File: src/design/msd_params.svh
/*
  address map, field positions, reset values and opcode constants for the
  memory space decoder. assumes it is included by bare name by every file
  that needs them.
*/
`ifndef MSD_PARAMS_SVH
`define MSD_PARAMS_SVH

// ==========================================================================
// special function register locations
`define MSD_ADDR_PAGE_SEL    8'h92
`define MSD_ADDR_PTR_LOW     8'h82
`define MSD_ADDR_PTR_HIGH    8'h83
`define MSD_SFR_BASE         8'h80

// ==========================================================================
// code_page_select fields and reset value
`define MSD_BIT_OPCODE_PAGE  0
`define MSD_BIT_LOOKUP_LOW   1
`define MSD_BIT_LOOKUP_HIGH  2
`define MSD_BIT_XRAM_EN      3
`define MSD_PAGE_SEL_RESET   8'h08

// ==========================================================================
// data ram, scratchpad and bit space
`define MSD_XRAM_LAST        16'h1FFF
`define MSD_BIT_BYTE_BASE    8'h20
`define MSD_NIBBLE_ZERO      4'h0
`define MSD_NIBBLE_EIGHT     4'h8
`define MSD_PTR_RESET        16'h0000

// ==========================================================================
// instruction decode
`define MSD_OP_PTR_DEC       8'hA5

`endif

File: src/design/msd_pkg.sv
/*
  types shared by the memory space decoder and its bench.
  assumes msd_params.svh sits beside it.
*/
package msd_pkg;

  // ========================================================================
  // internal data memory access kinds
  typedef enum logic [1:0] {
    MSD_ACC_DIRECT,
    MSD_ACC_INDIRECT,
    MSD_ACC_WORK_REG,
    MSD_ACC_BIT
  } msd_acc_kind_t;

  // ========================================================================
  // request from the core for scratchpad, register or bit space
  typedef struct packed {
    logic          valid;
    logic          wr;
    msd_acc_kind_t kind;
    logic [7:0]    addr;
    logic [7:0]    wdata;
  } msd_iram_req_t;

  // ========================================================================
  // registered routing result
  typedef struct packed {
    logic       scratch_sel;
    logic       sfr_sel;
    logic       bit_mode;
    logic       wr;
    logic [7:0] addr;
    logic [2:0] bit_pos;
  } msd_iram_route_t;

endpackage

File: src/design/msd_decoder.sv
/*
  memory space decoder for an 8-bit controller core: program page
  selection, data ram window, scratchpad / special register routing, bit
  space mapping and the data pointer with its decrement opcode.
  assumes the core presents at most one internal access per cycle; a fetch
  beats a table read in the same cycle. all synchronous to clk_sys.
*/
`timescale 1ns/1ns
`include "msd_params.svh"

module msd_decoder #(
  parameter int PAGE_ADDR_W = 16,
  parameter int PAGE_NUM_W  = 2,
  parameter int XRAM_ADDR_W = 13
) (
  input  wire logic                           clk_sys,
  input  wire logic                           sys_rst,
  // program memory requests
  input  wire logic                           fetch_req,
  input  wire logic [PAGE_ADDR_W-1:0]         fetch_addr,
  input  wire logic                           table_req,
  input  wire logic [PAGE_ADDR_W-1:0]         table_addr,
  output logic                                prog_rd_q,
  output logic                                prog_is_fetch_q,
  output logic [PAGE_NUM_W+PAGE_ADDR_W-1:0]   prog_addr_q,
  // data-space move
  input  wire logic                           move_req,
  input  wire logic                           move_wr,
  input  wire logic                           move_use_ptr,
  input  wire logic [15:0]                    move_addr,
  output logic                                xram_sel_q,
  output logic                                xram_wr_q,
  output logic [XRAM_ADDR_W-1:0]              xram_addr_q,
  output logic                                ext_sel_q,
  output logic [15:0]                         ext_addr_q,
  // scratchpad, working registers, bit space, special registers
  input  wire msd_pkg::msd_iram_req_t         iram_req,
  input  wire logic [1:0]                     reg_bank,
  output msd_pkg::msd_iram_route_t            iram_route_q,
  output logic                                own_hit_q,
  output logic [7:0]                          own_rdata_q,
  // instruction decode
  input  wire logic                           op_valid,
  input  wire logic [7:0]                     opcode,
  output logic [15:0]                         data_pointer,
  output logic [7:0]                          code_page_select
);

  // ========================================================================
  // software registers
  logic [7:0]  page_q;
  logic [7:0]  page_d;
  logic [15:0] ptr_q;
  logic [15:0] ptr_d;
  logic        sfr_wr_hit;

  // a byte write is only ours on a direct access above 7fh
  assign sfr_wr_hit = iram_req.valid && iram_req.wr
                      && iram_req.kind == msd_pkg::MSD_ACC_DIRECT
                      && iram_req.addr[7];

  always_comb begin
    page_d = page_q;
    ptr_d  = ptr_q;
    if (sfr_wr_hit && iram_req.addr == `MSD_ADDR_PAGE_SEL) begin
      page_d = iram_req.wdata;
    end
    // software writes win over the decrement so a reload is never lost
    if (sfr_wr_hit && iram_req.addr == `MSD_ADDR_PTR_LOW) begin
      ptr_d[7:0] = iram_req.wdata;
    end else if (sfr_wr_hit && iram_req.addr == `MSD_ADDR_PTR_HIGH) begin
      ptr_d[15:8] = iram_req.wdata;
    end else if (op_valid && opcode == `MSD_OP_PTR_DEC) begin
      ptr_d = ptr_q - 16'h0001;
    end
  end

  always_ff @(posedge clk_sys) begin
    if (sys_rst) begin
      page_q <= `MSD_PAGE_SEL_RESET;
      ptr_q  <= `MSD_PTR_RESET;
    end else begin
      page_q <= page_d;
      ptr_q  <= ptr_d;
    end
  end

  assign data_pointer     = ptr_q;
  assign code_page_select = page_q;

  // ========================================================================
  // program memory page selection
  logic                                prog_rd_d;
  logic                                prog_is_fetch_d;
  logic [PAGE_NUM_W+PAGE_ADDR_W-1:0]   prog_addr_d;

  always_comb begin
    prog_rd_d       = fetch_req || table_req;
    prog_is_fetch_d = fetch_req;
    prog_addr_d     = prog_addr_q;
    if (fetch_req) begin
      // only pages 0 and 1 ever hold code
      prog_addr_d = {1'b0, page_q[`MSD_BIT_OPCODE_PAGE], fetch_addr};
    end else if (table_req) begin
      prog_addr_d = {page_q[`MSD_BIT_LOOKUP_HIGH],
                     page_q[`MSD_BIT_LOOKUP_LOW], table_addr};
    end
  end

  always_ff @(posedge clk_sys) begin
    if (sys_rst) begin
      prog_rd_q       <= 1'b0;
      prog_is_fetch_q <= 1'b0;
      prog_addr_q     <= '0;
    end else begin
      prog_rd_q       <= prog_rd_d;
      prog_is_fetch_q <= prog_is_fetch_d;
      prog_addr_q     <= prog_addr_d;
    end
  end

  // ========================================================================
  // data-space move window
  logic [15:0]            move_ea;
  logic                   in_window;
  logic                   xram_sel_d;
  logic                   ext_sel_d;
  logic                   xram_wr_d;
  logic [XRAM_ADDR_W-1:0] xram_addr_d;
  logic [15:0]            ext_addr_d;

  assign move_ea   = move_use_ptr ? ptr_q : move_addr;
  assign in_window = move_ea <= `MSD_XRAM_LAST;

  always_comb begin
    xram_sel_d  = move_req && in_window && page_q[`MSD_BIT_XRAM_EN];
    ext_sel_d   = move_req && !xram_sel_d;
    xram_wr_d   = move_req && move_wr;
    xram_addr_d = move_ea[XRAM_ADDR_W-1:0];
    ext_addr_d  = move_ea;
  end

  always_ff @(posedge clk_sys) begin
    if (sys_rst) begin
      xram_sel_q  <= 1'b0;
      ext_sel_q   <= 1'b0;
      xram_wr_q   <= 1'b0;
      xram_addr_q <= '0;
      ext_addr_q  <= 16'h0000;
    end else begin
      xram_sel_q  <= xram_sel_d;
      ext_sel_q   <= ext_sel_d;
      xram_wr_q   <= xram_wr_d;
      xram_addr_q <= xram_addr_d;
      ext_addr_q  <= ext_addr_d;
    end
  end

  // ========================================================================
  // scratchpad / special register routing
  // the data ram is never a target here: separate instruction, separate port
  msd_pkg::msd_iram_route_t route_d;
  logic                     own_hit_d;
  logic [7:0]               own_rdata_d;

  always_comb begin
    route_d     = '0;
    own_hit_d   = 1'b0;
    own_rdata_d = 8'h00;
    if (iram_req.valid) begin
      // the write flag rides only with a live request, so an idle route reads all zero
      route_d.wr = iram_req.wr;
      case (iram_req.kind)
        msd_pkg::MSD_ACC_DIRECT: begin
          route_d.addr        = iram_req.addr;
          route_d.sfr_sel     = iram_req.addr[7];
          route_d.scratch_sel = !iram_req.addr[7];
        end
        msd_pkg::MSD_ACC_INDIRECT: begin
          route_d.addr        = iram_req.addr;
          route_d.scratch_sel = 1'b1;
        end
        msd_pkg::MSD_ACC_WORK_REG: begin
          route_d.addr        = {3'b000, reg_bank, iram_req.addr[2:0]};
          route_d.scratch_sel = 1'b1;
        end
        msd_pkg::MSD_ACC_BIT: begin
          route_d.bit_mode = 1'b1;
          route_d.bit_pos  = iram_req.addr[2:0];
          if (iram_req.addr[7]) begin
            // bit space above 7fh only reaches bytes ending in 0 or 8
            route_d.addr    = {iram_req.addr[7:3], 3'b000};
            route_d.sfr_sel = 1'b1;
          end else begin
            route_d.addr        = `MSD_BIT_BYTE_BASE
                                  + {4'h0, iram_req.addr[6:3]};
            route_d.scratch_sel = 1'b1;
          end
        end
        default: begin
          route_d = '0;
        end
      endcase
      // own registers answer reads; unassigned addresses just read zero
      if (route_d.sfr_sel && !route_d.bit_mode) begin
        case (iram_req.addr)
          `MSD_ADDR_PAGE_SEL: begin
            own_hit_d   = 1'b1;
            own_rdata_d = page_q;
          end
          `MSD_ADDR_PTR_LOW: begin
            own_hit_d   = 1'b1;
            own_rdata_d = ptr_q[7:0];
          end
          `MSD_ADDR_PTR_HIGH: begin
            own_hit_d   = 1'b1;
            own_rdata_d = ptr_q[15:8];
          end
          default: begin
            own_hit_d   = 1'b0;
            own_rdata_d = 8'h00;
          end
        endcase
      end
    end
  end

  always_ff @(posedge clk_sys) begin
    if (sys_rst) begin
      iram_route_q <= '0;
      own_hit_q    <= 1'b0;
      own_rdata_q  <= 8'h00;
    end else begin
      iram_route_q <= route_d;
      own_hit_q    <= own_hit_d;
      own_rdata_q  <= own_rdata_d;
    end
  end

  // ========================================================================
  // checks
  property p_fetch_page;
    @(posedge clk_sys) disable iff (sys_rst)
      fetch_req |=> prog_rd_q && prog_is_fetch_q
        && prog_addr_q == {1'b0, $past(page_q[`MSD_BIT_OPCODE_PAGE]), $past(fetch_addr)};
  endproperty
  a_fetch_page: assert property (p_fetch_page) else $error("bad fetch page");

  property p_code_low_half;
    @(posedge clk_sys) disable iff (sys_rst)
      prog_is_fetch_q |-> !prog_addr_q[PAGE_NUM_W+PAGE_ADDR_W-1];
  endproperty
  a_code_low_half: assert property (p_code_low_half) else $error("code above 128k");

  property p_table_page;
    @(posedge clk_sys) disable iff (sys_rst)
      (table_req && !fetch_req) |=> prog_addr_q[PAGE_NUM_W+PAGE_ADDR_W-1 -: 2]
        == {$past(page_q[`MSD_BIT_LOOKUP_HIGH]), $past(page_q[`MSD_BIT_LOOKUP_LOW])};
  endproperty
  a_table_page: assert property (p_table_page) else $error("bad table page");

  property p_xram_window;
    @(posedge clk_sys) disable iff (sys_rst)
      (move_req && in_window && page_q[`MSD_BIT_XRAM_EN])
        |=> xram_sel_q && !ext_sel_q && xram_addr_q == $past(move_ea[XRAM_ADDR_W-1:0]);
  endproperty
  a_xram_window: assert property (p_xram_window) else $error("data ram missed");

  property p_xram_disabled;
    @(posedge clk_sys) disable iff (sys_rst)
      (move_req && !page_q[`MSD_BIT_XRAM_EN]) |=> ext_sel_q && !xram_sel_q;
  endproperty
  a_xram_disabled: assert property (p_xram_disabled) else $error("disabled ram hit");

  property p_indirect_high;
    @(posedge clk_sys) disable iff (sys_rst)
      (iram_req.valid && iram_req.kind == msd_pkg::MSD_ACC_INDIRECT)
        |=> iram_route_q.scratch_sel && !iram_route_q.sfr_sel;
  endproperty
  a_indirect_high: assert property (p_indirect_high) else $error("indirect to sfr");

  property p_route_idle;
    @(posedge clk_sys) disable iff (sys_rst)
      !iram_req.valid |=> iram_route_q == '0;
  endproperty
  a_route_idle: assert property (p_route_idle) else $error("route not idle");

  property p_sfr_bit_nibble;
    @(posedge clk_sys) disable iff (sys_rst)
      (iram_route_q.sfr_sel && iram_route_q.bit_mode)
        |-> iram_route_q.addr[3:0] == `MSD_NIBBLE_ZERO
            || iram_route_q.addr[3:0] == `MSD_NIBBLE_EIGHT;
  endproperty
  a_sfr_bit_nibble: assert property (p_sfr_bit_nibble) else $error("bad bit byte");

  property p_bit_low_map;
    @(posedge clk_sys) disable iff (sys_rst)
      (iram_req.valid && iram_req.kind == msd_pkg::MSD_ACC_BIT && !iram_req.addr[7])
        |=> iram_route_q.scratch_sel && iram_route_q.addr[7:4] == 4'h2
            && iram_route_q.bit_pos == $past(iram_req.addr[2:0]);
  endproperty
  a_bit_low_map: assert property (p_bit_low_map) else $error("bit map wrong");

  property p_bank_map;
    @(posedge clk_sys) disable iff (sys_rst)
      (iram_req.valid && iram_req.kind == msd_pkg::MSD_ACC_WORK_REG)
        |=> iram_route_q.addr == {3'b000, $past(reg_bank), $past(iram_req.addr[2:0])};
  endproperty
  a_bank_map: assert property (p_bank_map) else $error("bank map wrong");

  property p_ptr_dec;
    @(posedge clk_sys) disable iff (sys_rst)
      (op_valid && opcode == `MSD_OP_PTR_DEC && !sfr_wr_hit)
        |=> data_pointer == $past(data_pointer) - 16'h0001;
  endproperty
  a_ptr_dec: assert property (p_ptr_dec) else $error("pointer not decremented");

endmodule // msd_decoder

File: config.mk
export PLATFORM = sky130hd
export DESIGN_NAME = msd_decoder
export DESIGN_NICKNAME = d
export VERILOG_FILES = /design/src/design/msd_pkg.sv /design/src/design/msd_decoder.sv
export VERILOG_INCLUDE_DIRS = /design/src /design/src/design
export SDC_FILE = /design/constraint.sdc
export NUM_CORES = 1
export LEC_CHECK = 0
export CAP_MARGIN = 30
export CELL_PAD_IN_SITES_DETAIL_PLACEMENT = 0
export CELL_PAD_IN_SITES_GLOBAL_PLACEMENT = 1
export CORE_MARGIN = 2
export CORE_UTILIZATION = 40
export DETAILED_ROUTE_END_ITERATION = 10
export DONT_BUFFER_PORTS = 1
export GPL_ROUTABILITY_DRIVEN = 0
export GPL_TIMING_DRIVEN = 0
export PLACE_DENSITY = 0.74
export SKIP_CTS_REPAIR_TIMING = 1
export SYNTH_ARGS = -nofsm -noshare
export SYNTH_HDL_FRONTEND = slang
export SYNTH_SLANG_ARGS = --single-unit
export TNS_END_PERCENT = 50
File: constraint.sdc
create_clock -name clk_sys -period 1.8 [get_ports clk_sys]
set_input_delay 0.09 -clock clk_sys [delete_from_list [all_inputs] [get_ports clk_sys]]
set_output_delay 0.09 -clock clk_sys [all_outputs]
set_load 0.1 [all_outputs]
==> impl_metrics.ini, run 1 <==
[sta]
fin_hold_ws_ns = -0.0151
rsz0062_at_grt = yes
setup_viol = 7
clock_skew_ns = 0.00921
finalHoldViolCount = 6
fin_ws_ns = -0.553
min_period_over_period_pct = 131
fmax_mhz = 425
max_slew_margin_pct = 31.5
fin_crit_ns = 2.35
drv_slew = 0
worst_pin_slew_ns = 1.03
finalSetupTns_ns = -2.62

[die]
start_util_pct = 40.7
core_area_um2 = 9680
io_pins = 186
rows = 36
dieArea_um2 = 10700
die_w_um = 103
fp.dieH_um = 103

[yosys]
synthCells = 451
synth-warning-count = 0
synth_nets = 542
synth_edf_count = 0
synth.avg_cell_area_um2 = 8.75
synth_seq_cells = 87
ys_types = 51
ys.flop_type = dfxtp_1
synth_area_um2 = 3950
seq_area_frac_synth_pct = 44.1
ys_async_sr_fraction_pct = 0

[cells_and_area]
utilization_pct = 55.3
area_growth_pct = 35.6
fin_cells = 675
design_area_um2 = 5350
antenna_cells = 0
layout.nets = 628
drive_gt1_share_pct = 17.3

[grt]
grt_overflow_total = 0
grt_antenna_before_repair = 0
grt_pass1_vias = 3194
grt_pass1_wl_mm = 16.8
grt_max_degree = 16
grtUsageTotal_pct = 20.8

[min_path]
min_from = iram_req[6]
whs_path_depth = 3
hp-class = in2reg
whs_endpoint = data_pointer[6]$_SDFFE_PP0P_

[clocking]
clock-sinks = 87
htree_num_levels = 3
numCtsBuffers = 9
cts_max_path_buffers = 2
clk_pin_slew_worst_paths_ns = 0.09
clkLatencyLatePin_ns = 0.37
clock-root-buffer = clkbuf_8
cts_tree = built

[drt]
drc_errors = 0
wire_per_inst_um = 17.3
finalWirelength_mm = 11.7
drt-initial-drc-count = 108
antenna_left = 0
drt_first_pass_iters = 5
vias_per_cell = 5.25
vias = 3546

[worst_setup_path]
cp-start-kind = flop
crit_chain = inv_4 -> ha_4 -> or3b_4 -> or3_4 -> nor4b_4 -> buf_4 -> a21o_1 -> a311oi_1
r2r_slack_ns = -0.55
critical_path_class = reg2reg
cp-end-kind = flop
worstPathRequired_ns = 2.03
arrival_ns = 2.59
critPathSlowestCell = dfxtp_4
critical-path-max-stage-delay_ns = 0.48
rr_startpoint = data_pointer[0]$_SDFFE_PP0P_
cp_max_fo = 6
reg2reg_to = data_pointer[12]$_SDFFE_PP0P_
r2r_cells = 8

[place]
portBuffers = 0
placed_area_um2 = 4450
placedCellCount = 600
hpwlAfterDp_mm = 8.35

[outcome]
violations = negative hold slack, negative setup slack
outcome = complete, but fails checks

[power_and_ir_drop]
powerDensity_nw_per_um2 = 846
ir_drop_mv = 0.338
leakage_nw = 2.16

[flow_run]
maxCapViolCount = 0
==> state kept, by name (all words and copies together), names as in the netlist, 4 cells and up <==
register and cells:
code_page_select 8, data_pointer 16, ext_addr_q 4, iram_route_q 15, own_rdata_q 8, prog_addr_q 18, xram_addr_q 12
==> through the flow <==
stage	power (mW)	hold WS, ns	worst slack (ns)
2_1_floorplan	2.78	0.209	-0.356
3_3_place_gp	2.83	0.218	-0.557
3_5_place_dp	2.84	0.222	-0.609
4_1_cts	4.45	-0.170	-0.622
5_1_grt	4.68	0.0138	-0.655
6_report	4.53	-0.0151	-0.553
==> metal layers <==
metal | part of all wire (%) | GRT usage [%] | wire (um)
met4 | 1.6 | 8.40 | 188
met3 | 6.8 | 5.71 | 794
met5 | 0 | 0 | 0
met2 | 50 | 35.0 | 5810
met1 | 42 | 25.1 | 4880
==> cell type report <==
cell class | instances | area [um^2]
Fill cell | 891 | 4330
Multi-Input combinational cell | 313 | 2010
Sequential cell | 87 | 1780
Timing Repair Buffer | 75 | 891
Buffer | 42 | 223
Tap cell | 133 | 166
Clock buffer | 10 | 149
Clock inverter | 6 | 90.1
Inverter | 9 | 38.8
==> power breakdown <==
group | leakage, nW | internal (mW) | switching (mW) | total [mW]
Clock | 0.118 | 0.871 | 0.751 | 1.62
Combinational | 1.32 | 0.201 | 0.278 | 0.480
Sequential | 0.721 | 1.98 | 0.448 | 2.42
==> placed cells by master (no fill, tap or decap), drive strengths merged, types with 5 or more instances in the layout <==
| master | n |
|---|---|
| dfxtp | 87 |
| ha | 5 |
| nand3 | 5 |
| o21a | 5 |
| buf | 44 |
| nand2 | 21 |
| a21oi | 40 |
| dlygate4sd3 | 52 |
| nor2 | 96 |
| mux2i | 42 |
| a211oi | 8 |
| inv | 10 |
| clkbuf | 31 |
| nor3b | 7 |
| nor3 | 13 |
| nor2b | 5 |
| nor4 | 7 |
==> how the worst max path moves through the flow <==
stage / start / end / slack [ns] / cells after the start
final: data_pointer[0]$_SDFFE_PP0P_ / data_pointer[12]$_SDFFE_PP0P_ / -0.55 / 8
after global routing: data_pointer[0]$_SDFFE_PP0P_ / data_pointer[10]$_SDFFE_PP0P_ / -0.65 / 7
after CTS: data_pointer[2]$_SDFFE_PP0P_ / data_pointer[15]$_SDFFE_PP0P_ / -0.62 / 5
after detailed placement: data_pointer[2]$_SDFFE_PP0P_ / data_pointer[15]$_SDFFE_PP0P_ / -0.61 / 5
after global placement: data_pointer[2]$_SDFFE_PP0P_ / data_pointer[15]$_SDFFE_PP0P_ / -0.56 / 5
after floorplan: data_pointer[0]$_SDFFE_PP0P_ / data_pointer[10]$_SDFFE_PP0P_ / -0.36 / 7
==> critical path: cells and delay by family, from the launching register on <==
kind	cells	cell delay, ns
compound gates	2	0.18
buf+inv	2	0.28
flops	1	0.48
simple gates	3	1.15
fa+ha+maj	1	0.13
==> cell usage after synthesis, types with 2 or more instances <==
cell type | n | area (um^2)
buf_4 | 14 | 105
nand4b_1 | 2 | 17.5
xnor2_1 | 4 | 35.0
a22oi_1 | 4 | 30.0
a311oi_1 | 3 | 26.3
nor3b_1 | 6 | 45.0
and2_1 | 2 | 12.5
nor4_1 | 5 | 31.3
o21bai_1 | 4 | 30.0
o21a_1 | 5 | 37.5
a31oi_1 | 2 | 12.5
nand2b_1 | 4 | 25.0
buf_1 | 3 | 11.3
nor2_1 | 96 | 360
and3_1 | 4 | 25.0
o21ai_0 | 2 | 10.0
clkbuf_1 | 20 | 75.1
nor3_1 | 13 | 65.1
or3b_1 | 3 | 26.3
inv_1 | 9 | 33.8
o32a_1 | 2 | 20.0
a21o_1 | 2 | 15.0
mux2i_1 | 42 | 420
or2_2 | 2 | 12.5
nand3_1 | 5 | 25.0
nand2_1 | 21 | 78.8
dfxtp_1 | 87 | 1740
a211o_1 | 2 | 17.5
or3_4 | 2 | 22.5
nand4_1 | 2 | 12.5
buf_2 | 4 | 20.0
and3b_1 | 2 | 17.5
ha_1 | 5 | 62.6
a21oi_1 | 40 | 200
a211oi_1 | 8 | 60.1
nor2b_1 | 5 | 31.3
==> cells by family after synthesis <==
| group | after synthesis | share of synthesized area (%) |
|---|---|---|
| buf+inv | 51 | 6.50 |
| simple gates | 183 | 23.4 |
| compound gates | 79 | 12.8 |
| xor+xnor | 4 | 0.888 |
| mux | 42 | 10.7 |
| flops | 87 | 44.1 |
| fa+ha+maj | 5 | 1.59 |
Note: power is estimated with default switching activity, not from simulation.
==> run 2, diff against run 1 <==
--- a/config.mk
+++ b/config.mk
@@ -17,3 +17,3 @@
 export GPL_TIMING_DRIVEN = 0
-export PLACE_DENSITY = 0.74
+export PLACE_DENSITY = 0.77
 export SKIP_CTS_REPAIR_TIMING = 1
==> constraint.sdc (replaced) <==
create_clock -name clk_sys -period 1.8 [get_ports clk_sys]
set_input_delay 0.18 -clock clk_sys [delete_from_list [all_inputs] [get_ports clk_sys]]
set_output_delay 0.18 -clock clk_sys [all_outputs]
set_load 0.1 [all_outputs]
==> run 2 against run 1 <==
Compared with the run above:
- the run still ends with negative hold slack, negative setup slack left
- clock power shrank 15%
- core utilization shrank 1.2 points
- register-to-register slack gained 0.02 ns
- non-clock buffer count shrank 8
- combinational power shrank 2%
- worst hold slack gained 0.0052 ns
- total power shrank 5.7%
- cell area shrank 2.1%
- critical path type unchanged
- critical endpoint is now data_pointer[8]$_SDFFE_PP0P_
- highest routed layer unchanged
==> impl_metrics.ini, run 2 (synthesis results as in run 1) <==
[grt]
grt_pass1_vias = 3076
grt_overflow_total = 0
grt_pass1_wl_mm = 16.2
grt_antenna_before_repair = 0
grt_max_degree = 15
grtUsageTotal_pct = 20.1

[min_path]
hp-class = in2reg

[cells_and_area]
final_common_cell = nor2_1
antenna_cells = 0
regMostFlops = prog_addr_q
area_growth_pct = 32.8
design_area_um2 = 5240
largest_reg_flops = 18
layout_common_cells = 96 x nor2_1, 64 x dfxtp_1, 49 x dlygate4sd3_1
drive_gt1_share_pct = 17.2
layout.nets = 620

[die]
dieArea_um2 = 10700
fp.dieH_um = 103
rows = 36
core_area_um2 = 9680
start_util_pct = 40.7
die_w_um = 103
io_pins = 186

[worst_setup_path]
cp_max_fo = 6
r2r_slack_ns = -0.53
r2r_cells = 8
cp-end-kind = flop
reg2reg_to = data_pointer[8]$_SDFFE_PP0P_
critPathCapture = data_pointer[8]$_SDFFE_PP0P_
critical_path_class = reg2reg
startpoint = data_pointer[0]$_SDFFE_PP0P_
cp-start-kind = flop
arrival_ns = 2.60
worstPathRequired_ns = 2.07
rr_startpoint = data_pointer[0]$_SDFFE_PP0P_

[drt]
drt-initial-drc-count = 139
drt_first_pass_iters = 5
vias_per_cell = 5.29
wire_per_inst_um = 18.0
finalWirelength_mm = 12.0
vias = 3528
drc_errors = 0
antenna_left = 0

[sta]
fin_ws_ns = -0.530
finalHoldViolCount = 5
rsz0062_at_grt = yes
fmax_mhz = 429
setup_viol = 7
drv_slew = 0
max_slew_margin_pct = 31.1
clock_skew_ns = 0.0109
fin_crit_ns = 2.33
min_period_over_period_pct = 129
fin_hold_ws_ns = -0.00991
worst_pin_slew_ns = 1.03

[clocking]
clock-sinks = 87
htree_num_levels = 3
clkLatencyLatePin_ns = 0.37
clock-root-buffer = clkbuf_8
clk_pin_slew_worst_paths_ns = 0.09
cts_max_path_buffers = 2
numCtsBuffers = 9
cts_tree = built

[power_and_ir_drop]
leakage_nw = 2.11
powerDensity_nw_per_um2 = 815
ir_drop_mv = 0.340

[place]
hpwlAfterDp_mm = 8.38
portBuffers = 0
placed_area_um2 = 4450
place_ws_ns = -0.590

[outcome]
outcome = complete, but fails checks
violations = negative hold slack, negative setup slack

[flow_run]
maxCapViolCount = 0
## run 2: routing by layer
metal / GRT usage, % / vias up / wire length [um]
met2: 31.0 / 134 / 5880
met4: 9.72 / 0 / 212
met1: 25.1 / 1671 / 5000
met5: 0 / - / 0
li1: - / 1712 / -
met3: 6.99 / 11 / 894
## run 2: metrics by stage
stage | cells | util (%) | hold slack, ns | power (mW) | TNS (ns)
finish | 667 | 54.1 | -0.00991 | 4.27 | -2.42
detailed placement | 599 | 46.0 | 0.305 | 2.84 | -7.69
global placement | 584 | 42.9 | 0.307 | 2.83 | -6.90
global route | 667 | 54.1 | -0.00126 | 4.41 | -3.53
floorplan | 451 | - | 0.299 | 2.78 | -2.32
CTS | 615 | 47.9 | -0.0772 | 4.20 | -5.49
## run 2: layout make-up
| class | count | area (um^2) |
|---|---|---|
| repair buffers | 67 | 807 |
| clock buffers | 10 | 128 |
| plain buffers | 42 | 223 |
| flip-flops and latches | 87 | 1780 |
| well taps | 133 | 166 |
| multi-input cells | 313 | 2030 |
| fillers | 908 | 4450 |
| clock inverters | 6 | 61.3 |
| inverters | 9 | 38.8 |
## run 2: worst max-delay path, stage by stage (launching register included)
cell	delay [ns]
dfxtp_4	0.47
inv_4	0.10
ha_4	0.13
or3b_4	0.38
or3_4	0.35
nor4b_4	0.38
buf_4	0.18
xnor2_1	0.06
a211oi_1	0.18
## run 2: worst min path at each step
stage,start,end,slack [ns],depth (start not counted)
6_report,fetch_addr[6],prog_addr_q[6]$_SDFFE_PP0P_,-0.01,2
5_1_grt,iram_req[14],iram_route_q[6]$_SDFF_PP0_,-0.001,2
4_1_cts,iram_req[14],iram_route_q[9]$_SDFF_PP0_,-0.08,2
3_5_place_dp,iram_req[14],iram_route_q[9]$_SDFF_PP0_,0.30,2
3_3_place_gp,iram_req[14],iram_route_q[9]$_SDFF_PP0_,0.31,2
2_1_floorplan,iram_req[14],iram_route_q[9]$_SDFF_PP0_,0.30,2
## run 2: where the power goes
part,switching (mW),total (mW),internal [mW],leakage [nW]
Combinational,0.276,0.472,0.196,1.30
Sequential,0.449,2.43,1.98,0.721
Clock,0.731,1.37,0.638,0.0960
==> run 3, diff against run 2 <==
--- a/config.mk
+++ b/config.mk
@@ -8,2 +8,3 @@
 export LEC_CHECK = 0
+export BUFFER_PORTS_ARGS = -buffer_cell sky130_fd_sc_hd__clkbuf_2
 export CAP_MARGIN = 30
@@ -12,8 +13,8 @@
 export CORE_MARGIN = 2
-export CORE_UTILIZATION = 40
+export CORE_UTILIZATION = 30
 export DETAILED_ROUTE_END_ITERATION = 10
-export DONT_BUFFER_PORTS = 1
 export GPL_ROUTABILITY_DRIVEN = 0
 export GPL_TIMING_DRIVEN = 0
-export PLACE_DENSITY = 0.77
+export HOLD_SLACK_MARGIN = 0.05
+export PLACE_DENSITY = 0.79
 export SKIP_CTS_REPAIR_TIMING = 1
==> constraint.sdc (replaced) <==
create_clock -name clk_sys -period 1.8 [get_ports clk_sys]
set_input_delay 0.09 -clock clk_sys [delete_from_list [all_inputs] [get_ports clk_sys]]
set_output_delay 0.09 -clock clk_sys [all_outputs]
set_load 0.1 [all_outputs]
==> run 3 against run 2 <==
Compared with the run above:
- the run ends with negative setup slack left
- largest cell class unchanged
- clock skew shrank 0.0049 ns
- non-clock buffer count rose by 163
- sequential power fell by 17%
- sequential share of layout area fell by 4.6 points
- highest routed layer unchanged
- global-route usage decreased by 2.8 points
- total power rose by 21%
- register-to-register slack improved by 0.18 ns
- critical endpoint is now data_pointer[12]$_SDFFE_PP0P_
- worst hold slack gained 0.011 ns
- critical path depth fell by 1
- cell area up 14%
==> impl_metrics.ini, run 3 (synthesis results as in run 1) <==
[drt]
drc_errors = 0
drt-initial-drc-count = 216
drt_first_pass_iters = 4
vias = 4084
wire_per_inst_um = 15.0
finalWirelength_mm = 13.0
vias_per_cell = 4.70
antenna_left = 0

[power_and_ir_drop]
sw_frac_of_total_pct = 30.0
combPwrFrac_pct = 20.1
leakage_nw = 2.85
p_int_mw = 3.62
total_power_mw = 5.17
ir_drop_mv = 0.483
powerDensity_nw_per_um2 = 864
p_clk_share_pct = 41.1
switching_power_mw = 1.55
power_frac_seq_pct = 38.8

[grt]
grtUsageTotal_pct = 17.3
grt_pass1_vias = 3651
grt_max_degree = 15
grt_pass1_wl_mm = 19.2
grt_overflow_total = 0
grt_antenna_before_repair = 0

[sta]
fin_crit_ns = 2.15
worst_pin_slew_ns = 0.862
setup_viol = 6
finalHoldViolCount = 0
finalSetupTns_ns = -1.49
fin_ws_ns = -0.348
fmax_mhz = 466
min_period_over_period_pct = 119
rsz0062_at_grt = yes
clock_skew_ns = 0.00603
fin_hold_ws_ns = 0.00125
drv_slew = 0
max_slew_margin_pct = 42.5

[cells_and_area]
largest_reg_flops = 18
drive_gt1_share_pct = 36.3
antenna_cells = 0
area_growth_pct = 51.8
fin_cells = 869
layout_common_cells = 181 x clkbuf_2, 96 x nor2_1, 77 x dfxtp_1
regMostFlops = prog_addr_q
fillerInstances = 1257
utilization_pct = 47.1
design_area_um2 = 5990
final_common_cell = clkbuf_2
layout.nets = 783

[outcome]
violations = negative setup slack
outcome = complete, but fails checks

[die]
start_util_pct = 31.0
rows = 41
die_w_um = 119
fp.dieH_um = 119
dieArea_um2 = 14100
core_area_um2 = 12700
io_pins = 186

[worst_setup_path]
arrival_ns = 2.40
crit_chain = inv_2 -> ha_4 -> or3b_4 -> or3_4 -> nor4b_4 -> nand3_1 -> a311oi_1
cp_max_fo = 5
critPathSlowestCell = dfxtp_4
cp-start-kind = flop
cp-end-kind = flop
critical-path-max-stage-delay_ns = 0.37
worstPathRequired_ns = 2.05
critical_path_class = reg2reg

[flow_run]
maxCapViolCount = 0

[clocking]
clkLatencyLatePin_ns = 0.35
clk_pin_slew_worst_paths_ns = 0.06
cts_tree = built
htree_num_levels = 3
clock-root-buffer = clkbuf_16
clock-sinks = 87
numCtsBuffers = 9
cts_max_path_buffers = 2

[place]
portBuffers = 180
hpwlAfterDp_mm = 9.50
placed_area_um2 = 5110
placedCellCount = 803
place_ws_ns = -0.439

[min_path]
hp-class = in2reg
run 3: cell count changes in the layout (fill, tap and decap cells not counted), moves of 4 or more:
cell,delta
buf_4,+4
clkbuf_2,+181
dlygate4sd3_1,-6
buf_1,-5
dfxtp_1,+13
buf_16,-10
dfxtp_2,-11
clkbuf_8,-9
clkbuf_16,+9
run 3: final cells by class:
cell class / instances / area [um^2] / share of cell area, %
Multi-Input combinational cell: 313 / 2030 / 34.0
Sequential cell: 87 / 1760 / 29.4
Timing Repair Buffer: 230 / 1380 / 23.1
Clock buffer: 10 / 229 / 3.82
Buffer: 42 / 224 / 3.74
Tap cell: 172 / 215 / 3.59
Clock inverter: 6 / 109 / 1.82
Inverter: 9 / 33.8 / 0.564
run 3: critical path: cells and delay by family, from the launching register on:
| family | cells | cell delay [ns] |
|---|---|---|
| adders and majority gates | 1 | 0.13 |
| and+or+nand+nor | 4 | 1.21 |
| DFF | 1 | 0.37 |
| buffers and inverters | 1 | 0.07 |
| AOI/OAI and AO/OA | 1 | 0.28 |
run 3: worst paths after layout:
path	slack, ns	to	from	cells past startpoint
max	-0.35	data_pointer[12]$_SDFFE_PP0P_	data_pointer[0]$_SDFFE_PP0P_	7
min	0.001	ext_addr_q[13]$_SDFF_PP0_	move_addr[13]	3
max reg2reg	-0.35	data_pointer[12]$_SDFFE_PP0P_	data_pointer[0]$_SDFFE_PP0P_	7
min reg2reg	0.49	code_page_select[6]$_SDFFE_PP0P_	code_page_select[6]$_SDFFE_PP0P_	2
run 3: metal layers:
metal	global-route usage, %	part of all wire [%]
met4	4.46	1.1
met3	4.87	6.7
met5	0	0
met2	29.1	49
met1	21.8	44
run 3: power groups by stage:
stage,combinational (mW),clock [mW],sequential [mW]
finish,1.04,2.13,2.01
CTS,0.959,2.17,2.01
global route,1.09,2.25,2.01
global placement,0.950,0,2.05
floorplan,0.314,0,2.46
detailed placement,0.957,0,2.05
